### config.mk
export PLATFORM = sky130hd
export DESIGN_NAME = sarseq_top
export DESIGN_NICKNAME = d
export VERILOG_FILES = /design/src/sarseq_sync.v /design/src/sarseq_top.v
export VERILOG_INCLUDE_DIRS = /design/src /design/src/src
export SDC_FILE = /design/constraint.sdc
export NUM_CORES = 1
export LEC_CHECK = 0
export BUFFER_PORTS_ARGS = -buffer_cell sky130_fd_sc_hd__buf_2
export CAP_MARGIN = 15
export CORE_MARGIN = 2
export CORE_UTILIZATION = 35
export CTS_CLUSTER_DIAMETER = 40
export DETAILED_ROUTE_END_ITERATION = 16
export GPL_TIMING_DRIVEN = 0
export PLACE_DENSITY = 0.5
export SYNTH_ARGS = -nofsm -noshare
export SYNTH_HDL_FRONTEND = slang
export SYNTH_SLANG_ARGS = --single-unit
### constraint.sdc
create_clock -name clk_in -period 2.5 [get_ports clk_in]
set_input_delay 0.375 -clock clk_in [delete_from_list [all_inputs] [get_ports clk_in]]
set_output_delay 0.375 -clock clk_in [all_outputs]
set_load 0.01 [all_outputs]
### src/sarseq_defs.vh
`ifndef SARSEQ_DEFS_VH
`define SARSEQ_DEFS_VH

// Resolution select codes
`define SARSEQ_RES_8 2'h0
`define SARSEQ_RES_10 2'h1
`define SARSEQ_RES_12 2'h2
`define SARSEQ_RES_W8 4'h8
`define SARSEQ_RES_W10 4'hA
`define SARSEQ_RES_W12 4'hC

// Phase encodings
`define SARSEQ_ST_IDLE 3'h0
`define SARSEQ_ST_DISCH 3'h1
`define SARSEQ_ST_ACQ 3'h2
`define SARSEQ_ST_GND 3'h3
`define SARSEQ_ST_TRIAL 3'h4
`define SARSEQ_ST_DONE 3'h5

// Default phase lengths in converter clocks
`define SARSEQ_DISCH_CYC 8'h01
`define SARSEQ_ACQ_CYC 8'h10

`endif

### src/sarseq_sync.v
`timescale 1ns/100ps
`default_nettype none

module sarseq_sync (
  input wire clk_in,
  input wire sys_rst_in,
  input wire async_in,
  output wire sync_out
);
  reg meta_reg;
  reg sync_reg;

  always @(posedge clk_in or posedge sys_rst_in) begin
    if (sys_rst_in) begin
      meta_reg <= 1'b0;
      sync_reg <= 1'b0;
    end else begin
      meta_reg <= async_in;
      sync_reg <= meta_reg;
    end
  end

  assign sync_out = sync_reg;
endmodule

`default_nettype wire

### src/sarseq_top.v
`timescale 1ns/100ps
`default_nettype none
`include "sarseq_defs.vh"

module sarseq_top #(
  parameter MAX_BITS = 12,
  // Phase lengths in converter clocks, one clock at the least
  parameter [7:0] DISCH_CYC = `SARSEQ_DISCH_CYC,
  parameter [7:0] ACQ_CYC = `SARSEQ_ACQ_CYC
) (
  input wire clk_in,
  input wire sys_rst_in,
  input wire start_in,
  input wire [1:0] res_sel_in,
  input wire comp_in,
  output reg discharge_out,
  output reg sample_out,
  output reg [MAX_BITS-1:0] cap_ref_out,
  output reg [MAX_BITS-1:0] result_out,
  output reg done_out,
  output reg busy_out
);

  reg [2:0] state_reg;
  reg [2:0] state_next;
  reg [7:0] cnt_reg;
  reg [7:0] cnt_next;
  reg [3:0] bit_reg;
  reg [3:0] bit_next;
  reg [3:0] width_reg;
  reg [3:0] width_next;
  reg [MAX_BITS-1:0] trial_next;
  reg [MAX_BITS-1:0] result_next;
  reg discharge_next;
  reg sample_next;
  reg done_next;
  wire start_sync;
  wire last_trial;
  wire [MAX_BITS-1:0] trial_mask;
  wire [MAX_BITS-1:0] settled_trial;

  // Start may come from a pin or another clock, so it is synchronised;
  // the price is two clocks of latency before discharge begins
  sarseq_sync u_start_sync (
    .clk_in(clk_in),
    .sys_rst_in(sys_rst_in),
    .async_in(start_in),
    .sync_out(start_sync)
  );

  // Maps a resolution select to a bit count; unused code falls back to 12
  function [3:0] res_width;
    input [1:0] sel;
    begin
      if (sel == `SARSEQ_RES_8) begin
        res_width = `SARSEQ_RES_W8;
      end else if (sel == `SARSEQ_RES_10) begin
        res_width = `SARSEQ_RES_W10;
      end else begin
        res_width = `SARSEQ_RES_W12;
      end
    end
  endfunction

  // One-hot mask of a capacitor index
  function [MAX_BITS-1:0] bit_mask;
    input [3:0] idx;
    begin
      bit_mask = {{(MAX_BITS-1){1'b0}}, 1'b1} << idx;
    end
  endfunction

  // Load value of a phase counter; a zero length would wrap around
  function [7:0] phase_load;
    input [7:0] len;
    begin
      phase_load = len - 8'h01;
    end
  endfunction

  // A phase ends on the clock at which its counter has run down
  function phase_over;
    input [7:0] cnt;
    begin
      phase_over = (cnt == 8'h00);
    end
  endfunction

  // The comparator is latched on the converter clock, so it is read directly;
  // a synchroniser would cost two clocks on every bit trial
  assign last_trial = (bit_reg == 4'h0);
  assign trial_mask = bit_mask(bit_reg);
  // rejected bit returns its capacitor to ground
  assign settled_trial = comp_in ? cap_ref_out : (cap_ref_out & ~trial_mask);

  always @* begin
    state_next = state_reg;
    cnt_next = cnt_reg;
    bit_next = bit_reg;
    width_next = width_reg;
    trial_next = cap_ref_out;
    result_next = result_out;
    discharge_next = 1'b0;
    sample_next = 1'b0;
    done_next = 1'b0;
    case (state_reg)
      `SARSEQ_ST_IDLE: begin
        if (start_sync) begin
          // latch resolution; it must be steady while start is pending
          width_next = res_width(res_sel_in);
          state_next = `SARSEQ_ST_DISCH;
          discharge_next = 1'b1;
          cnt_next = phase_load(DISCH_CYC);
          // Array is grounded while the discharge switch is closed
          trial_next = {MAX_BITS{1'b0}};
        end
      end
      `SARSEQ_ST_DISCH: begin
        // Discharge is held for its whole count
        if (phase_over(cnt_reg)) begin
          state_next = `SARSEQ_ST_ACQ;
          sample_next = 1'b1;
          cnt_next = phase_load(ACQ_CYC);
        end else begin
          discharge_next = 1'b1;
          cnt_next = cnt_reg - 8'h01;
        end
      end
      `SARSEQ_ST_ACQ: begin
        // Input stays on every capacitor for the whole count
        if (phase_over(cnt_reg)) begin
          // all capacitors to ground, one clock
          state_next = `SARSEQ_ST_GND;
          trial_next = {MAX_BITS{1'b0}};
        end else begin
          sample_next = 1'b1;
          cnt_next = cnt_reg - 8'h01;
        end
      end
      `SARSEQ_ST_GND: begin
        state_next = `SARSEQ_ST_TRIAL;
        bit_next = width_reg - 4'h1;
        trial_next = bit_mask(width_reg - 4'h1);
        // Previous word stands until the array has been grounded
        result_next = {MAX_BITS{1'b0}};
      end
      `SARSEQ_ST_TRIAL: begin
        // registered decision sets the current bit
        // each decision lands one bit lower
        if (comp_in) begin
          result_next = result_out | trial_mask;
        end
        trial_next = settled_trial;
        if (last_trial) begin
          // ground plus N trials gives N+1 clocks
          // done rises with the final result bit
          state_next = `SARSEQ_ST_DONE;
          done_next = 1'b1;
        end else begin
          bit_next = bit_reg - 4'h1;
          trial_next = settled_trial | bit_mask(bit_reg - 4'h1);
        end
      end
      `SARSEQ_ST_DONE: begin
        // busy still covers this cycle, so a start waits for idle
        state_next = `SARSEQ_ST_IDLE;
      end
      default: begin
        state_next = `SARSEQ_ST_IDLE;
      end
    endcase
  end

  // Every output is a flip-flop; no pin is reached through gates
  always @(posedge clk_in or posedge sys_rst_in) begin
    if (sys_rst_in) begin
      state_reg <= `SARSEQ_ST_IDLE;
      cnt_reg <= 8'h00;
      bit_reg <= 4'h0;
      width_reg <= `SARSEQ_RES_W12;
      // Array rests on ground after reset
      cap_ref_out <= {MAX_BITS{1'b0}};
      result_out <= {MAX_BITS{1'b0}};
      discharge_out <= 1'b0;
      sample_out <= 1'b0;
      done_out <= 1'b0;
      busy_out <= 1'b0;
    end else begin
      state_reg <= state_next;
      cnt_reg <= cnt_next;
      bit_reg <= bit_next;
      width_reg <= width_next;
      cap_ref_out <= trial_next;
      result_out <= result_next;
      discharge_out <= discharge_next;
      sample_out <= sample_next;
      done_out <= done_next;
      // Busy stays high through the done pulse
      busy_out <= (state_next != `SARSEQ_ST_IDLE);
    end
  end

endmodule

`default_nettype wire

# Word level (Yosys, flattened, before mapping)
# Cells that the tools add are included.
[word_totals] reg_bits=49 latchBits=0 ramBits=0 mem_bits_ro=0 input_bits=6 out_inout_bits=28 wordCells=72 memories=0
[op_classes] n_addsub=3 n_mul=0 n_div=0 magnitude_cmp=0 n_eq_ne=10 shift=3 muxes=27 n_bitwise=4 reduce_logical=13
[ops] operator="12-bit two-way mux" count=5
[ops] operator="12-bit case mux with 4 select lines" count=1
[ops] operator="1-bit by 4-bit << shifter with 12-bit output, first input constant" count=3
[ops] operator="8-bit two-way mux" count=3
[ops] operator="12-bit OR" count=2
[ops] operator="12-bit case mux with 2 select lines" count=1
[ops] operator="8-bit case mux with 3 select lines" count=1
[ops] operator="3-bit two-way mux" count=6
[ops] operator="3-bit case mux with 5 select lines" count=1
[ops] operator="12-bit AND" count=1
[ops] operator="12-bit NOT" count=1
[ops] operator="8-bit zero test" count=1
[ops] operator="2-bit != test, second input constant" count=4
[ops] operator="4-bit case mux with 2 select lines" count=1
[ops] operator="4-bit by 1-bit subtractor with 4-bit output, second input constant" count=2
[ops] operator="8-bit by 1-bit subtractor with 8-bit output, second input constant" count=1
[ops] operator="3-bit by 2-bit equality test with 1-bit output, second input constant" count=2
[ops] operator="2-bit AND reduction" count=3
[ops] operator="3-bit AND reduction" count=2
[ops] operator="3-bit nonzero test" count=2
[ops] operator="1-bit two-way mux" count=5
[ops] operator="4-bit zero test" count=1
[ops] operator="4-bit two-way mux" count=1
[ops] operator="1-bit case mux with 2 select lines" count=2
[ops] operator="8 further kinds" count=8

# Depth between registers and ports, before layout
# Gate-level depths: netlist (run 1).
[logic_depth] depth_word=7 depth_mapped=7 ltp_nobuf=6

# Hierarchy
# A second synthesis (run 1) with hierarchy kept.
[unflattened] cells_unflattened=260 area_unflattened_um2=2557.5
[by_module_without_submodules] mod="sarseq_top" n_inst=1 cells_each=257 area_each_um2=2503.7 seq_area_each_um2=1127.3
[by_module_without_submodules] mod="sarseq_sync" n_inst=1 cells_each=3 area_each_um2=53.8 seq_area_each_um2=50.0

# Worst setup path after synthesis (run 1)
# OpenSTA, ideal clock, no wires.
[synth_timing] kind="register to register" start="register cnt_reg[0]" end="register cap_ref_out[0]" t_arrival_ns=1.881 setup_slack_ns=0.493 stages_incl_launch_ff=8 n_path_buf=1 period_less_slack_ns=2.007 path_cell_list="dfrtp_1 inv_1 ha_1 or4b_4 nor2_8 a31oi_4 buf_6 a221o_1"
[synth_via] elab_chain_cells=3
[synth_lines] item="start, declared" line="sarseq_top.v:26" text="reg [7:0] cnt_reg;"
[synth_lines] item="start signal, assigned" line="sarseq_top.v:190" text="cnt_reg <= cnt_next;"
[synth_lines] item="8-bit zero test" line="sarseq_top.v:85" text="phase_over = (cnt == 8'h00);"
[synth_lines] item="2-bit != test (no line)"
[synth_lines] item="3-bit AND reduction (no line)"
[synth_lines] item="end signal, assigned" line="sarseq_top.v:182" text="cap_ref_out <= {MAX_BITS{1'b0}};"
[synth_lines] item="end signal, assigned" line="sarseq_top.v:193" text="cap_ref_out <= trial_next;"
[synth_lines] item="end, declared" line="sarseq_top.v:18" text="output reg [MAX_BITS-1:0] cap_ref_out,"
# Every way passes these cells.
# A chain may end at the register's enable or synchronous reset.

# Worst setup path in the final report (run 1)
[layout_timing] start="register cnt_reg[0]" end="register cnt_reg[5]"
[layout_via] elab_chain_cells=3 word_cells_on_any_way=7
[layout_lines] item="8-bit by 1-bit subtractor with 8-bit output or 8-bit zero test (tied branches)" line="sarseq_top.v:126, sarseq_top.v:137, sarseq_top.v:85"
[layout_lines] item="8-bit two-way mux, or another cell as far along" line="sarseq_top.v:131" text="if (phase_over(cnt_reg)) begin"
[layout_lines] item="8-bit case mux with 3 select lines or 3-bit AND reduction (tied branches)"
# Parallel ways exist; a longest one is shown, timed or not. The select of a mux whose other input is x is not followed.

==> results.md, run 1 <==
* Primary FF master, synth: dfrtp_1
* TritonCTS clock tree: built
* Chip Width at a little over 90 µm
* Std-Cell Rows at 31
* EDFF count, synth at 0
* Die area at approximately 0.0082 mm²
* Number of setup buffers added after CTS at 0
* Post-Synthesis Cell Area at 0.00262 mm²
* Initial Utilization at 36.1%
* Core area at about 0.0073 mm²
* Yosys reg bits at 47
* Setup TNS Final at 0 ns
* Initial detailed-routing violation count at 207
* Peak supply drop at 381 µV
* Buffers on Ports at 32
* CP max-delay cell: nor4b_1
* Lkg Pwr at 1.47 nW
* Pwr Total at 3.67 mW
* Post-DRT Antenna Nets at 0
* WP data required at about 2.7 ns
* First-pass GRT wire length at approximately 11 mm
* Grt total ovfl at 0
* Synth top area share at a little over two fifths
* Final #Nets at 324
* Total Wirelength at around 6.7 mm
* Number of global-route vias before repair at 2,173
* Drt wl/cell at 16.4 µm
* Antenna cells at 0
* Sequential area share after synthesis at 45.0%
* Relative slew slack at a little over half
* Layout area overhead at 15.5%
* Hold Buf Count CTS at 1
* Multi-input logic area at ~0.0013 mm²
* Worst EP arrival at roughly 2.5 ns
* DRC errors left at 0
* Placed cells at 398
* Post-synth top area cell: dfrtp_1
* Worst Setup Start Kind: flop
* Clock Root Buffer: clkbuf_8
* Sequential cell area at around 0.0012 mm²
* All-layer global routing usage at 17.0%
* Routability cong. at 0.811
* Routed via count at roughly 2,200
* DP Wirelength at 4.72 mm
* RSZ-0062 raised after global routing: false
* Hold Path End: u_start_sync.meta_reg$_DFF_PP0_
* Initial DRT Pass Iterations at 7
* Final setup viols at 0
* Layout cells sized above 1 at a little under a fifth
* Clock transition at path regs at 0.09 ns
* Die H at 90.5 µm
* Crit Path Class: flop to flop
* Clk sinks at 47
* Largest net degree at the start of global routing at 38
* Count of cell types in the netlist at 54
* Clk buf depth at 2
* Worst R2R End: cnt_reg[5]$_DFFE_PP0P_
* Avg Inst Size Synth at 9.84 µm²
* Yosys warns at 0
* Post-synth top cells: 46 x dfrtp_1, 23 x nor2_1, 20 x a21oi_1
* Worst slew pin tran at between 0.6 and 0.7 ns
* Fin. max-slew vios at 0
* Max incr delay on CP at 0.56 ns
* Endpoint type of the worst setup path: flop
* Final min period at 2.33 ns
* R2R cell count at 6
* Fmax at about 430 MHz
* Worst reg2reg setup slack at approximately 0.17 ns
* Hold Startpoint: start_in
* Skew-Pair Late Insertion Delay at around 0.31 ns
* Ys async rst share at 100%
* Cell Count, Final, Fillers Out at 407
* Syn Nets at 283
* Crit-path max FO at 7
* R2R Path Start: cnt_reg[0]$_DFFE_PP0P_
* Fillers at 740
* Clk_skew at 0.0152 ns
* Pwr dens at 1210 mW/mm²
* IO Count at 34
* CTS buffer count at 5
* WHS Path Cells at 1
* Max cap viols at 0
* Syn Inst Count at 266
* Most common cell in the netlist: dfrtp_1
* Initial antenna violation count at 0
* Final period util at 93.0%
* Critical-path cell list: inv_1 > ha_1 > nor4b_1 > nand4b_1 > nand3_1 > a2111oi_2
* Post_cts resized at 0
* Vias/cell at 5.32
* Synth area leaders: dfrtp_1 44%, ha_1 5.3%, a21oi_1 3.8%, a221o_1 3.8%, nor2_1 3.3%
* Outcome: complete, no violations
* H-tree Lvls at 2
* Worst hold path class: primary input to flop
* Final hold violations at 0
## power breakdown
part	internal (mW)	total, mW	switching (mW)
Sequential	1.01	1.22	0.204
Combinational	0.752	1.96	1.21
Clock	0.201	0.495	0.294
Total	1.97	3.67	1.70
## cell usage in the layout, fill, tap and decap left out, drive strengths merged, types with 2 or more instances in the layout
cell type / synthesis / layout
nor4: 4 / 4
inv: 14 / 15
nand4: 4 / 4
a31o: 2 / 2
o31ai: 3 / 3
dfrtp: 46 / 46
nor3b: 6 / 6
ha: 11 / 11
xor2: 2 / 2
nor2b: 2 / 2
a31oi: 6 / 6
a211o: 2 / 2
a221o: 10 / 10
nor4b: 2 / 2
nor3: 9 / 9
or3b: 3 / 3
clkbuf: 12 / 17
nand2: 18 / 18
and3: 7 / 7
nor2: 24 / 24
buf: 6 / 39
a22o: 4 / 4
a32o: 5 / 5
or3: 2 / 2
a2111oi: 3 / 3
nand2b: 2 / 2
xnor2: 2 / 2
o21ai: 8 / 8
mux2i: 2 / 2
nand3b: 4 / 4
clkinvlp: 0 / 2
and4b: 3 / 3
a21oi: 20 / 20
o22ai: 2 / 2
nand3: 3 / 3
## cell families after synthesis
| family | Yosys count | share of synthesized area (%) |
|---|---|---|
| and+or+nand+nor | 99 | 22.3 |
| AOI/OAI and AO/OA | 70 | 20.1 |
| DFF | 47 | 45.0 |
| buffers and inverters | 33 | 5.21 |
| adders and majority gates | 11 | 5.26 |
| xor gates and xnor gates | 4 | 1.34 |
| muxes | 2 | 0.765 |
## layout make-up
cell class / count / area share, %
Buffer: 18 / 2.65
Tap cell: 99 / 4.10
Inverter: 15 / 1.86
Clock buffer: 5 / 2.28
Clock inverter: 3 / 0.786
Timing Repair Buffer: 34 / 6.29
Multi-Input combinational cell: 186 / 43.1
Sequential cell: 47 / 38.9
## stage by stage
| step | util [%] | setup WS (ns) | hold WS (ns) | instance area, µm² |
|---|---|---|---|---|
| floorplan | - | 0.493 | 0.331 | 2620 |
| global placement | 40.0 | 0.234 | 0.334 | 2900 |
| detailed placement | 40.3 | 0.223 | 0.327 | 2920 |
| CTS | 41.7 | 0.200 | 0.162 | 3020 |
| global route | 41.7 | 0.0113 | 0.151 | 3020 |
| finish | 41.7 | 0.174 | 0.165 | 3020 |
## worst max path at each step
stage / cells after the start / to / slack [ns] / startpoint
2_1_floorplan: 7 / cap_ref_out[0]$_DFFE_PP0P_ / 0.49 / cnt_reg[0]$_DFFE_PP0P_
3_3_place_gp: 6 / cap_ref_out[4]$_DFFE_PP0P_ / 0.23 / bit_reg[0]$_DFFE_PP0P_
3_5_place_dp: 6 / cap_ref_out[4]$_DFFE_PP0P_ / 0.22 / bit_reg[0]$_DFFE_PP0P_
4_1_cts: 6 / cap_ref_out[4]$_DFFE_PP0P_ / 0.20 / bit_reg[1]$_DFFE_PP0P_
5_1_grt: 6 / cnt_reg[5]$_DFFE_PP0P_ / 0.01 / cnt_reg[0]$_DFFE_PP0P_
6_report: 6 / cnt_reg[5]$_DFFE_PP0P_ / 0.17 / cnt_reg[0]$_DFFE_PP0P_
## critical path: cells and delay by family, from the launching register on
kind / cells / cell delay, ns
buf+inv: 1 / 0.08
simple gates: 3 / 1.35
flops: 1 / 0.44
fa+ha+maj: 1 / 0.21
compound gates: 1 / 0.11
## layer usage
layer  wire length, µm  GRT usage [%]
met3               218           3.01
met5                 0              0
met2              2890           24.4
met1              3520           26.6
met4                34           3.46
Power figures use the tool's default switching activity.
==> run 2, diff against run 1 <==
- CORE_UTILIZATION: 35 -> 30
- PLACE_DENSITY: 0.5 -> 0.44
- SKIP_CTS_REPAIR_TIMING: default -> 1
==> run 2 against run 1 <==
- sequential power about the same
- sequential share of layout area about the same
- count of clock-buffer cells in the layout unchanged
- worst hold slack worse by 0.081 ns
- non-clock buffer count down 1
- largest power group unchanged
==> results.md, run 2 (same netlist as run 1, synthesis figures left out) <==
* Outcome: complete, no violations
* Final period util at 92.9%
* Clk_skew at around 0.013 ns
* Post-Place Worst Slack at roughly 0.18 ns
* CTS buffer count at 5
* Buffers on Ports at 32
* Crit Path Class: flop to flop
* Pwr dens at 1210 mW/mm²
* Lkg Pwr at between 1 and 1.5 nW
* Initial DRT Pass Iterations at 4
* Chip Width at 97.4 µm
* RSZ-0062 raised after global routing: false
* Clock Root Buffer: clkbuf_8
* Worst hold path class: primary input to asynchronous set/reset pin
* Final hold violations at 0
* Fmax at 431 MHz
* Std-Cell Rows at 34
* Antenna cells at 0
* Max cap viols at 0
* Die H at 97.4 µm
* Routability cong. at 0.837
* Core area at 0.00859 mm²
* Initial Utilization at 30.4%
* Skew-Pair Late Insertion Delay at slightly above 0.3 ns
* Fillers at around 920
* Clk buf depth at 2
* Layout cells sized above 1 at between 10% and 20%
* Routed via count at 2,137
* Die area at 0.00948 mm²
* Setup TNS Final at 0 ns
* DRC errors left at 0
* Final min period at 2.32 ns
* Cell Count, Final, Fillers Out at 415
* WP data required at 2.70 ns
* Post-DRT Antenna Nets at 0
* Endpoint type of the worst setup path: flop
* Worst Setup Start Kind: flop
* Total Wirelength at ~7.0 mm
* Hold slack at between 0.08 and 0.09 ns
* Final worst slack at 0.179 ns
* DP Wirelength at 4.98 mm
* Largest net degree at the start of global routing at 26
* Peak supply drop at 443 µV
* Number of global-route vias before repair at 2,222
* Layout area overhead at 15.6%
* Worst EP arrival at roughly 2.5 ns
* Grt total ovfl at 0
* Most frequent cells in the layout: 46 x dfrtp_1, 36 x buf_2, 23 x nor2_1, 20 x a21oi_1, 18 x nand2_1
* Drt wl/cell at around 17 µm
* First-pass GRT wire length at 12.0 mm
* All-layer global routing usage at 15.7%
* H-tree Lvls at 2
* Clock transition at path regs at about 0.10 ns
* IO Count at 34
* Vias/cell at 5.15
* Commonest non-fill, non-tap cell in the layout: dfrtp_1
* Crit-path max FO at 8
* TritonCTS clock tree: built
* Placed cells at roughly 410
* Clk sinks at 47
* Initial detailed-routing violation count at between 90 and 100
* Final #Nets at 323
* Worst slew pin tran at 0.646 ns
* Relative slew slack at 56.5%
* Initial antenna violation count at 0
* Final setup viols at 0
* Fin. max-slew vios at 0
run 2: cell types whose count changed in the layout (fill, tap and decap cells not counted), sizes merged:
cell and delta:
clkinv +2, clkinvlp -1, dlygate4sd3 -1, inv -1
run 2: routing by layer:
metal | global-route usage, % | up-vias | part of all wire (%)
li1 | - | 1064 | -
met1 | 24.2 | 1032 | 54
met2 | 22.5 | 32 | 42
met3 | 2.09 | 9 | 2.6
met4 | 5.02 | 0 | 1.4
met5 | 0 | - | 0
run 2: final cells by class:
cell class	count	area [µm²]	area share (%)
flip-flops and latches	47	1180	38.9
well taps	108	135	4.47
repair buffers	33	180	5.96
plain buffers	18	80.1	2.65
inverters	15	56.3	1.86
clock buffers	5	68.8	2.27
clock inverters	3	25.0	0.827
multi-input cells	186	1300	43.1
run 2: stage by stage:
stage / total power, mW / util [%] / area, µm²
after global routing: 4.01 / 35.2 / 3030
after detailed placement: 3.21 / 34.1 / 2930
after CTS: 3.72 / 35.2 / 3030
after floorplan: 2.62 / - / 2620
final: 3.67 / 35.2 / 3030
after global placement: 3.21 / 33.9 / 2910
run 2: final timing paths:
path | start | slack [ns] | cells past startpoint | endpoint
min | sys_rst_in | 0.08 | 2 | result_out[8]$_DFFE_PP0P_
max in group asynchronous | sys_rst_in | 1.81 | 3 | width_reg[2]$_DFFE_PP1P_
min in group clk_in | start_in | 0.17 | 1 | u_start_sync.meta_reg$_DFF_PP0_
max | bit_reg[0]$_DFFE_PP0P_ | 0.18 | 6 | cap_ref_out[4]$_DFFE_PP0P_
max reg2reg | bit_reg[0]$_DFFE_PP0P_ | 0.18 | 6 | cap_ref_out[4]$_DFFE_PP0P_
min reg2reg | u_start_sync.meta_reg$_DFF_PP0_ | 0.36 | 0 | u_start_sync.sync_out$_DFF_PP0_
run 2: worst max-delay path: stages (launching register included):
cell     delay [ns]
dfrtp_1        0.45
inv_1          0.14
ha_1           0.38
or3b_2         0.55
nand2_1        0.19
nor3_1         0.12
a221o_1        0.37
run 2: power breakdown:
part           total, mW  switching, mW  leakage [nW]  internal, mW
registers           1.22          0.209         0.619          1.01
clock network      0.487          0.287        0.0443         0.201
logic               1.96           1.21         0.804         0.752
